$ cat src/rtl/fba_seq_params.svh
// constants for the fixed-block transfer sequencer
`ifndef FBA_SEQ_PARAMS_SVH
`define FBA_SEQ_PARAMS_SVH
`define BLOCK_BYTES 16'h0200
`define BLOCK_BYTES_ZERO 16'h0000
`define MAX_BLOCKS 16'hFFFF
`define FIFO_WIDTH 8
`define FIFO_DEPTH 8
`define SUB_READ 3'h0
`define SUB_WRITE 3'h1
`define SUB_WRITE_CHECK 3'h2
`define SUB_READ_REPL 3'h3
`define SUB_FORMAT_DEF 3'h4
`endif

$ cat src/rtl/fba_seq_pkg.sv
// types for the fixed-block transfer sequencer
package fba_seq_pkg;
  typedef enum logic [3:0] {
    ST_IDLE = 4'h0,
    ST_SEEK = 4'h1,
    ST_IDCHK = 4'h3,
    ST_XFER = 4'h2,
    ST_ALTSEEK = 4'h6,
    ST_ALTRET = 4'h7,
    ST_CYLSEEK = 4'h5,
    ST_VERIFY = 4'h4,
    ST_FMT = 4'hC,
    ST_DONE = 4'hD
  } seq_state_t;
  typedef logic [15:0] blk_count_t;
endpackage

$ cat src/rtl/data_fifo.sv
// small synchronous fifo with valid/ready on both sides
module data_fifo #(
  parameter int WIDTH = 8,
  parameter int DEPTH = 8
) (
  // clock and reset
  input wire logic sys_clk,
  input wire logic reset_n,
  // fill side
  input wire logic inValid,
  output logic inReady,
  input wire logic [WIDTH-1:0] inData,
  // drain side
  output logic outValid,
  input wire logic outReady,
  output logic [WIDTH-1:0] outData,
  // flush
  input wire logic flush
);
  localparam int AW = $clog2(DEPTH);
  logic [WIDTH-1:0] mem [DEPTH];
  logic [AW-1:0] wrPtr;
  logic [AW-1:0] rdPtr;
  logic [AW:0] level;
  logic doWrite;
  logic doRead;

  assign doWrite = inValid && inReady;
  assign doRead = outValid && outReady;
  assign inReady = (level != (AW+1)'(DEPTH));
  assign outValid = (level != '0);
  assign outData = mem[rdPtr];

  always_ff @(posedge sys_clk) begin
    if (doWrite) begin
      mem[wrPtr] <= inData;
    end
  end

  always_ff @(posedge sys_clk or negedge reset_n) begin
    if (!reset_n) begin
      wrPtr <= '0;
      rdPtr <= '0;
      level <= '0;
    end else if (flush) begin
      wrPtr <= '0;
      rdPtr <= '0;
      level <= '0;
    end else begin
      if (doWrite) begin
        wrPtr <= (wrPtr == AW'(DEPTH-1)) ? '0 : wrPtr + 1'b1;
      end
      if (doRead) begin
        rdPtr <= (rdPtr == AW'(DEPTH-1)) ? '0 : rdPtr + 1'b1;
      end
      if (doWrite && !doRead) begin
        level <= level + 1'b1;
      end else if (doRead && !doWrite) begin
        level <= level - 1'b1;
      end
    end
  end
endmodule

$ cat src/rtl/replica_pick.sv
// picks the replica copy whose first block lies nearest the head
module replica_pick (
  // clock and reset
  input wire logic sys_clk,
  input wire logic reset_n,
  // request
  input wire logic start,
  input wire logic [31:0] firstBlock,
  input wire logic [15:0] perCopy,
  input wire logic [15:0] replCount,
  input wire logic [31:0] headBlock,
  // answer
  output logic done,
  output logic [31:0] bestBlock
);
  logic busy;
  logic [31:0] cand;
  logic [31:0] bestDist;
  logic [15:0] left;

  function automatic logic [31:0] absDiff(input logic [31:0] a, input logic [31:0] b);
    absDiff = (a > b) ? a - b : b - a;
  endfunction

  always_ff @(posedge sys_clk or negedge reset_n) begin
    if (!reset_n) begin
      busy <= 1'b0;
      done <= 1'b0;
      cand <= '0;
      left <= '0;
      bestBlock <= '0;
      bestDist <= '0;
    end else begin
      done <= 1'b0;
      if (start) begin
        busy <= 1'b1;
        cand <= firstBlock;
        left <= replCount;
        bestBlock <= firstBlock;
        bestDist <= 32'hFFFFFFFF;
      end else if (busy) begin
        if (left < perCopy || perCopy == 16'h0000) begin
          busy <= 1'b0;
          done <= 1'b1;
        end else begin
          if (absDiff(cand, headBlock) < bestDist) begin
            bestDist <= absDiff(cand, headBlock);
            bestBlock <= cand;
          end
          cand <= cand + {16'h0000, perCopy};
          left <= left - perCopy;
        end
      end
    end
  end
endmodule

$ cat src/rtl/fba_transfer_seq.sv
// transfer sequencer for fixed-block disks: positioning, data, verify, alternates
`include "fba_seq_params.svh"

module fba_transfer_seq
  import fba_seq_pkg::*;
(
  // clock and reset
  input wire logic sys_clk,
  input wire logic reset_n,
  // positioning command from host
  input wire logic locateValid,
  input wire logic [2:0] locateSub,
  input wire logic [31:0] locateBlock,
  input wire logic [15:0] locateCount,
  input wire logic [15:0] locateReplCount,
  input wire logic [15:0] blockSize,
  // read or write command from host
  input wire logic xferStart,
  input wire logic [31:0] hostByteCount,
  input wire logic chainPoint,
  // host write data
  input wire logic hostWrValid,
  output logic hostWrReady,
  input wire logic [7:0] hostWrData,
  // host read data
  output logic hostRdValid,
  input wire logic hostRdReady,
  output logic [7:0] hostRdData,
  // drive geometry
  input wire logic [31:0] blocksPerCyl,
  input wire logic [31:0] headBlock,
  // drive mechanism
  output logic seekReq,
  output logic [31:0] seekBlock,
  input wire logic seekDone,
  output logic idReadReq,
  input wire logic idValid,
  input wire logic [31:0] idBlock,
  input wire logic idDefective,
  input wire logic [31:0] idAltBlock,
  output logic altSearchReq,
  input wire logic altFound,
  input wire logic altNone,
  input wire logic [31:0] altBlockIn,
  output logic linkWrite,
  output logic [31:0] linkPrimary,
  output logic [31:0] linkAlternate,
  input wire logic linkDone,
  output logic diskWrValid,
  input wire logic diskWrReady,
  output logic [7:0] diskWrData,
  input wire logic diskRdValid,
  input wire logic [7:0] diskRdData,
  input wire logic eccError,
  // status
  output logic busy,
  output logic cmdDone,
  output logic unitCheck,
  output logic opIncomplete,
  output logic overrun,
  output logic sizeReject,
  output logic verifyFail
);
  seq_state_t state;
  seq_state_t next_state;
  logic [2:0] sub;
  logic [31:0] firstBlock;
  logic [31:0] curBlock;
  logic [31:0] resumeBlock;
  blk_count_t blkLeft;
  blk_count_t blkTotal;
  logic [8:0] byteIdx;
  logic [31:0] hostLeft;
  logic onAlt;
  logic pickStart;
  logic pickDone;
  logic [31:0] pickBlock;
  logic fifoOutValid;
  logic fifoOutReady;
  logic [7:0] fifoOutData;
  logic fifoInReady;
  logic fifoFlush;
  logic isWrite;
  logic byteStep;
  logic lastByte;
  logic hostPhase;

  function automatic logic sizeOk(input logic [15:0] sz);
    sizeOk = (sz == `BLOCK_BYTES) || (sz == `BLOCK_BYTES_ZERO);
  endfunction

  function automatic logic cylEnd(input logic [31:0] blk, input logic [31:0] perCyl);
    cylEnd = (perCyl != 32'h00000000) && ((blk + 32'h00000001) % perCyl == 32'h00000000);
  endfunction

  assign isWrite = (sub == `SUB_WRITE) || (sub == `SUB_WRITE_CHECK);
  assign hostPhase = (hostLeft != 32'h00000000);
  assign lastByte = (byteIdx == 9'h1FF);

  // write path: host bytes go through the fifo; padding zeros once host count ends
  data_fifo #(.WIDTH(`FIFO_WIDTH), .DEPTH(`FIFO_DEPTH)) wrFifo (
    .sys_clk(sys_clk),
    .reset_n(reset_n),
    .inValid(hostWrValid && hostPhase && state == ST_XFER && isWrite),
    .inReady(fifoInReady),
    .inData(hostWrData),
    .outValid(fifoOutValid),
    .outReady(fifoOutReady),
    .outData(fifoOutData),
    .flush(fifoFlush)
  );

  replica_pick picker (
    .sys_clk(sys_clk),
    .reset_n(reset_n),
    .start(pickStart),
    .firstBlock(locateBlock),
    .perCopy(locateCount),
    .replCount(locateReplCount),
    .headBlock(headBlock),
    .done(pickDone),
    .bestBlock(pickBlock)
  );

  assign fifoFlush = (state == ST_IDLE);
  assign fifoOutReady = (state == ST_XFER) && isWrite && hostPhase && diskWrReady && !diskWrValid;

  // a byte moves when the disk side accepts or delivers it, and on a host-phase read only if hostRdData is free or being taken
  always_comb begin
    byteStep = 1'b0;
    if (state == ST_XFER) begin
      if (isWrite) begin
        byteStep = diskWrValid && diskWrReady;
      end else begin
        byteStep = diskRdValid && (!hostPhase || !hostRdValid || hostRdReady);
      end
    end else if (state == ST_VERIFY) begin
      byteStep = diskRdValid;
    end
  end

  logic verifying;

  function automatic logic isWriteVerifyPending();
    isWriteVerifyPending = !verifying;
  endfunction

  // sequencing
  always_comb begin
    next_state = state;
    case (state)
      ST_IDLE: begin
        if (locateValid && sizeOk(blockSize)) begin
          next_state = (locateSub == `SUB_FORMAT_DEF) ? ST_FMT : ST_SEEK;
        end
      end
      ST_FMT: begin
        if (linkDone) begin
          next_state = ST_DONE;
        end else if (altNone) begin
          next_state = ST_DONE;
        end
      end
      ST_SEEK: begin
        if (seekDone && xferStart) begin
          next_state = ST_IDCHK;
        end
      end
      ST_IDCHK: begin
        if (idValid) begin
          if (idDefective && !onAlt) begin
            next_state = ST_ALTSEEK;
          end else begin
            next_state = ST_XFER;
          end
        end
      end
      ST_ALTSEEK: begin
        if (seekDone) begin
          next_state = ST_IDCHK;
        end
      end
      ST_XFER: begin
        if (byteStep && lastByte) begin
          if (blkLeft == 16'h0001) begin
            next_state = (sub == `SUB_WRITE_CHECK) ? ST_CYLSEEK : ST_DONE;
          end else if (onAlt) begin
            next_state = ST_ALTRET;
          end else if (cylEnd(curBlock, blocksPerCyl)) begin
            next_state = ST_CYLSEEK;
          end else begin
            next_state = ST_IDCHK;
          end
        end
      end
      ST_ALTRET, ST_CYLSEEK: begin
        if (seekDone) begin
          next_state = (sub == `SUB_WRITE_CHECK && !isWriteVerifyPending()) ? ST_VERIFY : ST_IDCHK;
        end
      end
      ST_VERIFY: begin
        if (byteStep && lastByte && blkLeft == 16'h0001) begin
          next_state = ST_DONE;
        end
      end
      ST_DONE: next_state = ST_IDLE;
      default: next_state = ST_IDLE;
    endcase
  end

  always_ff @(posedge sys_clk or negedge reset_n) begin
    if (!reset_n) begin
      state <= ST_IDLE;
    end else begin
      state <= next_state;
    end
  end

  // positioning and counts
  always_ff @(posedge sys_clk or negedge reset_n) begin
    if (!reset_n) begin
      sub <= `SUB_READ;
      firstBlock <= '0;
      curBlock <= '0;
      resumeBlock <= '0;
      blkLeft <= '0;
      blkTotal <= '0;
      byteIdx <= '0;
      hostLeft <= '0;
      onAlt <= 1'b0;
      verifying <= 1'b0;
      pickStart <= 1'b0;
    end else begin
      pickStart <= 1'b0;
      if (state == ST_IDLE && locateValid && sizeOk(blockSize)) begin
        sub <= locateSub;
        firstBlock <= locateBlock;
        curBlock <= locateBlock;
        blkLeft <= locateCount;
        blkTotal <= locateCount;
        onAlt <= 1'b0;
        verifying <= 1'b0;
        byteIdx <= '0;
        pickStart <= (locateSub == `SUB_READ_REPL);
      end
      if (pickDone) begin
        firstBlock <= pickBlock;
        curBlock <= pickBlock;
      end
      if (state == ST_SEEK && xferStart) begin
        hostLeft <= hostByteCount;
      end
      if (state == ST_IDCHK && idValid && idDefective && !onAlt) begin
        resumeBlock <= curBlock + 32'h00000001;
        curBlock <= idAltBlock;
        onAlt <= 1'b1;
      end
      if (byteStep) begin
        byteIdx <= byteIdx + 9'h001;
        if (state == ST_XFER && hostPhase) begin
          hostLeft <= hostLeft - 32'h00000001;
        end
        if (lastByte) begin
          blkLeft <= blkLeft - 16'h0001;
          if (onAlt) begin
            curBlock <= resumeBlock;
            onAlt <= 1'b0;
          end else begin
            curBlock <= curBlock + 32'h00000001;
          end
        end
      end
      if (state == ST_XFER && next_state == ST_CYLSEEK && blkLeft == 16'h0001) begin
        blkLeft <= blkTotal;
        curBlock <= firstBlock;
        verifying <= 1'b1;
      end
    end
  end

  // disk side outputs
  always_ff @(posedge sys_clk or negedge reset_n) begin
    if (!reset_n) begin
      seekReq <= 1'b0;
      seekBlock <= '0;
      idReadReq <= 1'b0;
      altSearchReq <= 1'b0;
      linkWrite <= 1'b0;
      linkPrimary <= '0;
      linkAlternate <= '0;
      diskWrValid <= 1'b0;
      diskWrData <= '0;
    end else begin
      // replicated read seeks only once the nearest copy is known
      seekReq <= ((next_state == ST_SEEK || next_state == ST_ALTSEEK || next_state == ST_ALTRET ||
                   next_state == ST_CYLSEEK) && next_state != state &&
                  !(state == ST_IDLE && locateSub == `SUB_READ_REPL)) || pickDone;
      seekBlock <= pickDone ? pickBlock :
                   (next_state == ST_ALTSEEK) ? idAltBlock :
                   (state == ST_IDLE) ? locateBlock :
                   (next_state == ST_ALTRET) ? resumeBlock :
                   (sub == `SUB_WRITE_CHECK && blkLeft == 16'h0001) ? firstBlock :
                   curBlock + 32'h00000001;
      idReadReq <= (next_state == ST_IDCHK);
      altSearchReq <= (state == ST_IDLE && next_state == ST_FMT);
      if (state == ST_IDLE && locateValid) begin
        linkPrimary <= locateBlock;
      end
      linkWrite <= (state == ST_FMT && altFound && !linkWrite);
      if (state == ST_FMT && altFound) begin
        linkAlternate <= altBlockIn;
      end
      if (diskWrValid && diskWrReady) begin
        diskWrValid <= 1'b0;
      end else if (state == ST_XFER && isWrite && !diskWrValid) begin
        if (hostPhase && fifoOutValid) begin
          diskWrValid <= 1'b1;
          diskWrData <= fifoOutData;
        end else if (!hostPhase) begin
          diskWrValid <= 1'b1;
          diskWrData <= 8'h00;
        end
      end
    end
  end

  // host read data and status
  always_ff @(posedge sys_clk or negedge reset_n) begin
    if (!reset_n) begin
      hostRdValid <= 1'b0;
      hostRdData <= '0;
      hostWrReady <= 1'b0;
      busy <= 1'b0;
      cmdDone <= 1'b0;
      unitCheck <= 1'b0;
      opIncomplete <= 1'b0;
      overrun <= 1'b0;
      sizeReject <= 1'b0;
      verifyFail <= 1'b0;
    end else begin
      hostWrReady <= fifoInReady && hostPhase && state == ST_XFER && isWrite;
      if (hostRdValid && hostRdReady) begin
        hostRdValid <= 1'b0;
      end
      if (state == ST_XFER && !isWrite && byteStep && hostPhase) begin
        hostRdValid <= 1'b1;
        hostRdData <= diskRdData;
      end
      busy <= (next_state != ST_IDLE);
      cmdDone <= (next_state == ST_DONE);
      if (state == ST_IDLE && locateValid) begin
        unitCheck <= !sizeOk(blockSize);
        opIncomplete <= 1'b0;
        overrun <= 1'b0;
        sizeReject <= !sizeOk(blockSize);
        verifyFail <= 1'b0;
      end
      if (state == ST_FMT && altNone && !linkDone) begin
        unitCheck <= 1'b1;
        opIncomplete <= 1'b1;
      end
      if (chainPoint && state == ST_XFER && byteIdx != 9'h000) begin
        overrun <= 1'b1;
        unitCheck <= 1'b1;
      end
      if (state == ST_VERIFY && eccError) begin
        verifyFail <= 1'b1;
        unitCheck <= 1'b1;
      end
    end
  end
endmodule

$ cat config.mk
export PLATFORM = sky130hd
export DESIGN_NAME = fba_transfer_seq
export DESIGN_NICKNAME = d
export VERILOG_FILES = /design/src/rtl/fba_seq_pkg.sv /design/src/rtl/data_fifo.sv /design/src/rtl/replica_pick.sv /design/src/rtl/fba_transfer_seq.sv
export VERILOG_INCLUDE_DIRS = /design/src /design/src/rtl
export SDC_FILE = /design/constraint.sdc
export NUM_CORES = 2
export LEC_CHECK = 0
export BUFFER_PORTS_ARGS = -buffer_cell sky130_fd_sc_hd__buf_2
export CORE_ASPECT_RATIO = 0.7
export CORE_MARGIN = 1.5
export CORE_UTILIZATION = 56
export CTS_CLUSTER_SIZE = 12
export DETAILED_ROUTE_END_ITERATION = 10
export GPL_TIMING_DRIVEN = 0
export HOLD_SLACK_MARGIN = 0.06
export PLACE_DENSITY = 0.75
export SETUP_SLACK_MARGIN = 0.2
export SLEW_MARGIN = 20
export SYNTH_ARGS = -nofsm -noshare
export SYNTH_HDL_FRONTEND = slang
export SYNTH_SLANG_ARGS = --single-unit
$ cat constraint.sdc
create_clock -name sys_clk -period 143.4 [get_ports sys_clk]
set_input_delay 43.02 -clock sys_clk [delete_from_list [all_inputs] [get_ports sys_clk]]
set_output_delay 43.02 -clock sys_clk [all_outputs]
set_load 0.1 [all_outputs]
Word-level counts from Yosys, hierarchy flattened
Memories as Yosys holds them, arrays and structs flattened.
Index checks and enable logic that the tools add are counted.
W data, S select, Z words.
{ "word_totals": {"regBits": 429, "mem_bits_rw": 64, "inputBits": 307, "word_cells": 284, "memories": 1} }
{ "mem_list": {"columns": ["memory", "words", "width", "read_ports", "rd_ports_with_merged_regs", "wr", "line", "rtl"], "rows": [
  ["wrFifo.mem", 8, 8, 1, 0, 1, "data_fifo.sv:21", "logic [WIDTH-1:0] mem [DEPTH];"]
]} }
{ "op_classes": {"n_addsub": 12, "div": 1, "magnitude_cmp": 3, "eq_ne": 29, "n_mux": 99, "bitwise": 1, "reduce_logical": 98} }
{ "ops": {"columns": ["cell", "n"], "rows": [
  ["$mux W32", 29],
  ["$mux W16", 7],
  ["$reduce_bool A32 Y1", 2],
  ["$sub A32 B32 Y32", 2],
  ["$mux W4", 15],
  ["$logic_and A1 B1 Y1", 50],
  ["$mux W1", 33],
  ["$add A32 B1 Y32 const B", 1],
  ["$add A32 B16 Y32", 1],
  ["$gt A32 B32 Y1", 1],
  ["$logic_not A16 Y1", 2],
  ["$logic_not A32 Y1", 1],
  ["$lt A32 B32 Y1", 1],
  ["$mod A32 B32 Y32", 1],
  ["$pmux W4 S8", 1],
  ["$sub A32 B1 Y32 const B", 1],
  ["$mux W3", 10],
  ["$eq A4 B3 Y1 const B", 7],
  ["$reduce_bool A2 Y1", 12],
  ["$mux W9", 2],
  ["$eq A16 B1 Y1 const B", 1],
  ["$eq A16 B10 Y1 const B", 1],
  ["$lt A16 B16 Y1", 1],
  ["$mux W8", 2],
  ["other kinds (28)", 59]
]} }

Depth between registers and ports, before layout
{ "logic_depth": {"depth_word": 18, "ltp_mapped": 345, "ltp_nobuf": 310} }

Cells and area by module
From an unflattened synthesis, not the netlist that was laid out.
{ "unflattened": {"cells_unflattened": 8429, "area_unflattened_um2": 63691.1} }
{ "modules_own_cells": {"columns": ["module", "instances", "cells_per_inst", "area_each_um2"], "rows": [
  ["fba_transfer_seq", 1, 6840, 49593.8],
  ["replica_pick", 1, 1421, 10958.0],
  ["data_fifo", 1, 168, 3139.3]
]} }

Least setup slack after synthesis
Ideal clock, no wire load.
{ "synth_path": {"path_type": "input to register", "start": "in blocksPerCyl[13]", "end": "reg curBlock[26]", "t_arrival_ns": 115.144, "setup_slack_ns": 28.131, "path_stages": 302, "path_buffers": 60, "cell_sequence": "or4_1 > nor4_1 > nand3_1 > nor4b_1 > nor2_1 > ha_1 > o21ai_0 > a21oi_1 > nand2_1 > nand2_1 > nand2_1 > ha_1 > o211ai_1 > nand2_1 > mux2_2 > nor2_1 > a21oi_1 > ha_1 > (+266 left out) > o311ai_0 > a21oi_1 > o211ai_1 > a21oi_1 > or2_2 > buf_1 > o311ai_0 > or4_1 > a2111o_1 > or4_1 > o41a_1 > o21a_1 > o311ai_4 > and2_1 > nand3_1 > buf_4 > buf_6 > mux2_4"} }
{ "synth_between": {"elab_chain_len": 12} }
{ "synth_rtl": {"columns": ["element", "line", "rtl"], "rows": [
  ["from (decl)", "fba_transfer_seq.sv:30", "input wire logic [31:0] blocksPerCyl,"],
  ["$mod A32 B32 Y32", "fba_transfer_seq.sv:93", "cylEnd = (perCyl != 32'h00000000) && ((blk + 32'h00000001) % perCyl == 32'h00000000);"],
  ["$logic_not A32 Y1", "fba_transfer_seq.sv:93", null],
  ["$logic_and A1 B1 Y1 *", "fba_transfer_seq.sv:93", null],
  ["$mux W3 *", "fba_transfer_seq.sv:189", "end else if (cylEnd(curBlock, blocksPerCyl)) begin"],
  ["$mux W3 *", "fba_transfer_seq.sv:187", "end else if (onAlt) begin"],
  ["$mux W4 *", "fba_transfer_seq.sv:185", "if (blkLeft == 16'h0001) begin"],
  ["$mux W4 *", "fba_transfer_seq.sv:184", "if (byteStep && lastByte) begin"],
  ["$pmux W4 S8 *", "fba_transfer_seq.sv:151", "case (state)"],
  ["net next_state[2]", "fba_transfer_seq.sv:65", "seq_state_t next_state;"],
  ["$eq A4 B3 Y1 *", "fba_transfer_seq.sv:273", "if (state == ST_XFER && next_state == ST_CYLSEEK && blkLeft == 16'h0001) begin"],
  ["$logic_and A1 B1 Y1 * (2 in a row)", "fba_transfer_seq.sv:273", null],
  ["$mux W32 *", "fba_transfer_seq.sv:273", null],
  ["to (signal assigned)", "fba_transfer_seq.sv:266", "curBlock <= resumeBlock;"],
  ["to (signal assigned)", "fba_transfer_seq.sv:269", "curBlock <= curBlock + 32'h00000001;"],
  ["to (signal assigned)", "fba_transfer_seq.sv:275", "curBlock <= firstBlock;"],
  ["to (decl)", "fba_transfer_seq.sv:68", "logic [31:0] curBlock;"]
]} }
The timed path passes the listed nets; every way through them passes the cells marked *.
A chain may end at the register's enable or synchronous reset.

Final worst setup path
{ "layout_path": {"start": "in blocksPerCyl[21]", "end": "reg seekBlock[30]"} }
{ "layout_between": {"elab_chain_len": 13} }
{ "layout_rtl": {"columns": ["element", "line", "rtl"], "rows": [
  ["$mod A32 B32 Y32", "fba_transfer_seq.sv:93", null],
  ["$logic_not A32 Y1", "fba_transfer_seq.sv:93", null],
  ["$logic_and A1 B1 Y1 *", "fba_transfer_seq.sv:93", null],
  ["$mux W3 *", "fba_transfer_seq.sv:189", null],
  ["$mux W3 *", "fba_transfer_seq.sv:187", null],
  ["$mux W4 *", "fba_transfer_seq.sv:185", null],
  ["$mux W4 *", "fba_transfer_seq.sv:184", null],
  ["$pmux W4 S8 *", "fba_transfer_seq.sv:151", null],
  ["net next_state[1]", "fba_transfer_seq.sv:65", null],
  ["$eq A4 B3 Y1", "fba_transfer_seq.sv:301", "(next_state == ST_ALTRET) ? resumeBlock :"],
  ["$mux W32", "fba_transfer_seq.sv:301", null],
  ["$mux W32", "fba_transfer_seq.sv:300", "(state == ST_IDLE) ? locateBlock :"],
  ["$mux W32 *", "fba_transfer_seq.sv:299", "(next_state == ST_ALTSEEK) ? idAltBlock :"],
  ["$mux W32 *", "fba_transfer_seq.sv:298", "seekBlock <= pickDone ? pickBlock :"],
  ["to (signal assigned)", "fba_transfer_seq.sv:298", null],
  ["to (decl)", "fba_transfer_seq.sv:34", "output logic [31:0] seekBlock,"]
]} }
Marked as above.

==> summary.md <==
| Metric | Value |
|---|---|
| Outcome | finished, final reports clean |
| Aggregate global-route resource usage | about 46% |
| Top achievable clock speed | 0.007048 GHz |
| Worst-path clk slew | around 0.060 ns |
| Number of synthesized flops with an enable pin | 64 |
| Vertical die dimension | between 200 and 300 um |
| Clock latency at the later pin of the worst-skew pair | about 0.64 ns |
| Master of the slowest instance on the critical path | sky130_fd_sc_hd__or4_1 |
| Met1 routing resource usage after global routing | 65.55% |
| Top delay family on crit path | compound AO/OA/AOI/OAI gates |
| Met3 track utilization from global routing | roughly 17% |
| Largest area contributor in the netlist | sky130_fd_sc_hd__dfrtp_1 |
| Width of the chip | between 400 and 500 um |
| Number of nets in the finished design | between 9k and 10k |
| Core Region | roughly 0.11 sq mm |
| Element type at the critical path start | input pin |
| Synth Cell Area | 0.06246 sq mm |
| Share of cell area taken by muxes after synthesis | under 10% |
| Maximum fanout along the worst path | 10 |
| Routed wire length | 272800 um |
| Shortest period the worst path allows | 141.89 ns |
| Top-count cell post-synth | sky130_fd_sc_hd__nand2_1 |
| Async set or reset register ratio after synthesis | around 87% |
| Proportion of synthesized chip area in sequential cells | between 20 and 25% |
| Number of warnings reported in the yosys synthesis log | 0 |
| Least-Margin Pin Slew | 1.258 ns |
| Synthesized-area fraction occupied by ao, oa, aoi and oai cells | about 28% |
| Setup repair after global routing missed its margin | no |
| TNS Setup | 0 ns |
| Site row count | between 100 and 150 |
| Hold violation total from the final report | 0 |
| Critical path data required time | ~140 ns |
| Worst path buffer plus inverter count | about 70 |
| Routed vias | 70.64k |
| Final clock skew | about 0.040 ns |
| Synthesized-area fraction occupied by xor and xnor cells | between 6 and 7% |
| Count of unresolved DRC violations after routing | 0 |
| Most common cell on crit path | sky130_fd_sc_hd__ha_1 |
| 1st-pass router iterations | 7 |
| Primary flip-flop cell chosen by synthesis mapping | sky130_fd_sc_hd__dfrtp_1 |
| Max-cap violations | 0 |
| Final HPWL DP | about 220000 um |
| Max reg flops | 64 |
| Static leakage | ~32 nW |
| Number of vias per cell | approximately 6.9 |
| Leading cell types by total area after synthesis | sky130_fd_sc_hd__dfrtp_1, sky130_fd_sc_hd__ha_1, sky130_fd_sc_hd__a21oi_1 |
| Violation count after the first detailed-route iteration | approximately 11k |
| VDD IR-drop max | 0.02062 mV |
| Count of pins over their slew limit | 0 |
| CP Class | in -> reg |
| Final Instance Count excl. Fillers | 10.19k |
| Clock tree from TritonCTS | yes |
| Synth Net Count | a little over 9k |
| Final Cycle Share | 98.95% |
| Cells after Synth | a little over 8k |
| List of most frequent post-synthesis cells | sky130_fd_sc_hd__nand2_1, sky130_fd_sc_hd__a21oi_1, sky130_fd_sc_hd__nor2_1, sky130_fd_sc_hd__ha_1, sky130_fd_sc_hd__o21ai_0 |
| Antenna Nets Post-Route | 0 |
| Growth of design area from synthesis to finish | 10.24% |
| Pin count of the biggest net entering global routing | 97 |
| Syn_area_per_cell | 7.610 sq um |
| Most used routing layer in global routing | met1 |
| Routed WL per cell | roughly 27 um |
| Die area | about 0.11 sq mm |
| Largest incremental delay on the critical path | about 0.75 ns |
| Wire length of the first global-routing pass | 397500 um |
| Adder and majority cell fraction of the synthesized area | between 10% and 20% |
| H-tree levels | 2 |
| Root buffer cell | sky130_fd_sc_hd__clkbuf_16 |
| Fraction of layout cells with a size suffix above 1 | between 10% and 20% |
| Share of Yosys cell area claimed by the top area cell type | 17.19% |
| Clock sink total | ~500 |
| Post-synthesis share of cell area spent on and, or, nand and nor gates | 20.81% |
| Unique cell type count in the Yosys netlist | 97 |
| Ports placed on the boundary | 433 |
| Endpoints failing setup | 0 |
| Clock buffers created by TritonCTS | 51 |
| Grt total ovfl | 0 |
| Largest family of logic cells by synthesized area | compound AO/OA/AOI/OAI gates |
| Overall power of the completed layout | 1.359 mW |
| CP arrival | roughly 140 ns |
| Critical Path Sink Type | register |
| Maximum clock insertion buffer count | 3 |
| Power density normalized to cell area | slightly below 20 mW/mm^2 |
| Cell count after placement | 10.08k |
| Register bit count reported by yosys | 493 |
| Placer congestion estimate | 1.157 |
| Worst slew slack as a fraction of its limit | between 10% and 20% |
| Vias in the first global route | 63.23k |
| Number of antenna violations at the first check in global routing | 9 |
| PortBufs | about 400 |
| Effective utilization at floorplan | 56.45% |
| Reg with most FFs | wrFifo.mem |
| Global-route track usage on met2 | 62.10% |
| Worst min-delay path class | reg -> reg |
## worst paths after layout
check	from	to	slack (ns)	cells after the start
hold reg to reg	linkWrite$_DFF_PN0_	linkWrite$_DFF_PN0_	0.43	1
setup / recovery	blocksPerCyl[21]	seekBlock[30]$_DFF_PN0_	1.51	316
max in group asynchronous	reset_n	seekBlock[27]$_DFF_PN0_	99.33	5
setup reg to reg	curBlock[0]$_DFF_PN0_	seekBlock[30]$_DFF_PN0_	42.59	319
hold / removal	linkWrite$_DFF_PN0_	linkWrite$_DFF_PN0_	0.43	1
min in group asynchronous	reset_n	hostLeft[18]$_DFF_PN0_	42.15	1
## layer usage
metal  vias up  routed length [um]
li1      31426                   -
met1     33376              113400
met4         8               11250
met3       664               44220
met2      5161              103900
met5         -                  50
## cell families after synthesis
logic type               Yosys count
AO/OA/AOI/OAI                   2671
buffers and inverters            784
AND/OR/NAND/NOR                 2773
multiplexers                     357
flip-flops                       493
XOR/XNOR                         453
adder cells (fa/ha/maj)          676
## per-stage QoR
step           area (sq um)  hold slack [ns]  setup slack, ns  util [%]
2_1_floorplan         62460           0.4378            28.13         -
3_3_place_gp          66280           0.4133           -8.420     59.90
3_5_place_dp          66830           0.4191           -5.761     60.40
4_1_cts               68590           0.4368           0.3805     61.99
5_1_grt               68850           0.4570           0.2591     62.22
6_report              68860           0.4329            1.506     62.23
## power breakdown
| part | switching [mW] | internal [mW] | total [mW] |
|---|---|---|---|
| logic | 0.701 | 0.333 | 1.03 |
| clock network | 0.0593 | 0.0734 | 0.133 |
| registers | 0.0236 | 0.169 | 0.193 |
## layout by cell type (no fill, tap or decap), drive strengths merged, types with 77 or more instances in the layout
| master | synthesis | routed |
|---|---|---|
| inv | 479 | 478 |
| ha | 670 | 670 |
| a211oi | 103 | 103 |
| xor2 | 167 | 167 |
| a22oi | 77 | 77 |
| dfrtp | 429 | 429 |
| mux2 | 153 | 153 |
| buf | 68 | 480 |
| mux2i | 188 | 188 |
| a31oi | 100 | 100 |
| o211ai | 132 | 132 |
| a21o | 195 | 195 |
| nand3 | 241 | 241 |
| nand4 | 116 | 116 |
| clkbuf | 237 | 334 |
| o21ai | 590 | 590 |
| nor3 | 210 | 210 |
| xnor2 | 286 | 286 |
| o21a | 127 | 127 |
| nor2 | 691 | 691 |
| a21oi | 724 | 724 |
| or3 | 87 | 87 |
| nand2 | 929 | 929 |
## repair_timing
item / in CTS / in global routing
gates resized for setup: 37 / 99
pin swaps: 0 / 4
setup buffers: 0 / 7
endpoints found under the setup margin: 86 / 86
hold buffers: 0 / 0
## layout make-up
class,instances,area (sq um)
buffer,304,1242
multi-input combinational,6930,47170
fill,10033,41790
timing repair buffer,429,2512
inverter,479,1803
antenna,8,20.02
tap,1456,1822
clock buffer,81,1449
clock inverter,12,176.4
sequential,493,12660
(Power assumes the default switching activity.)
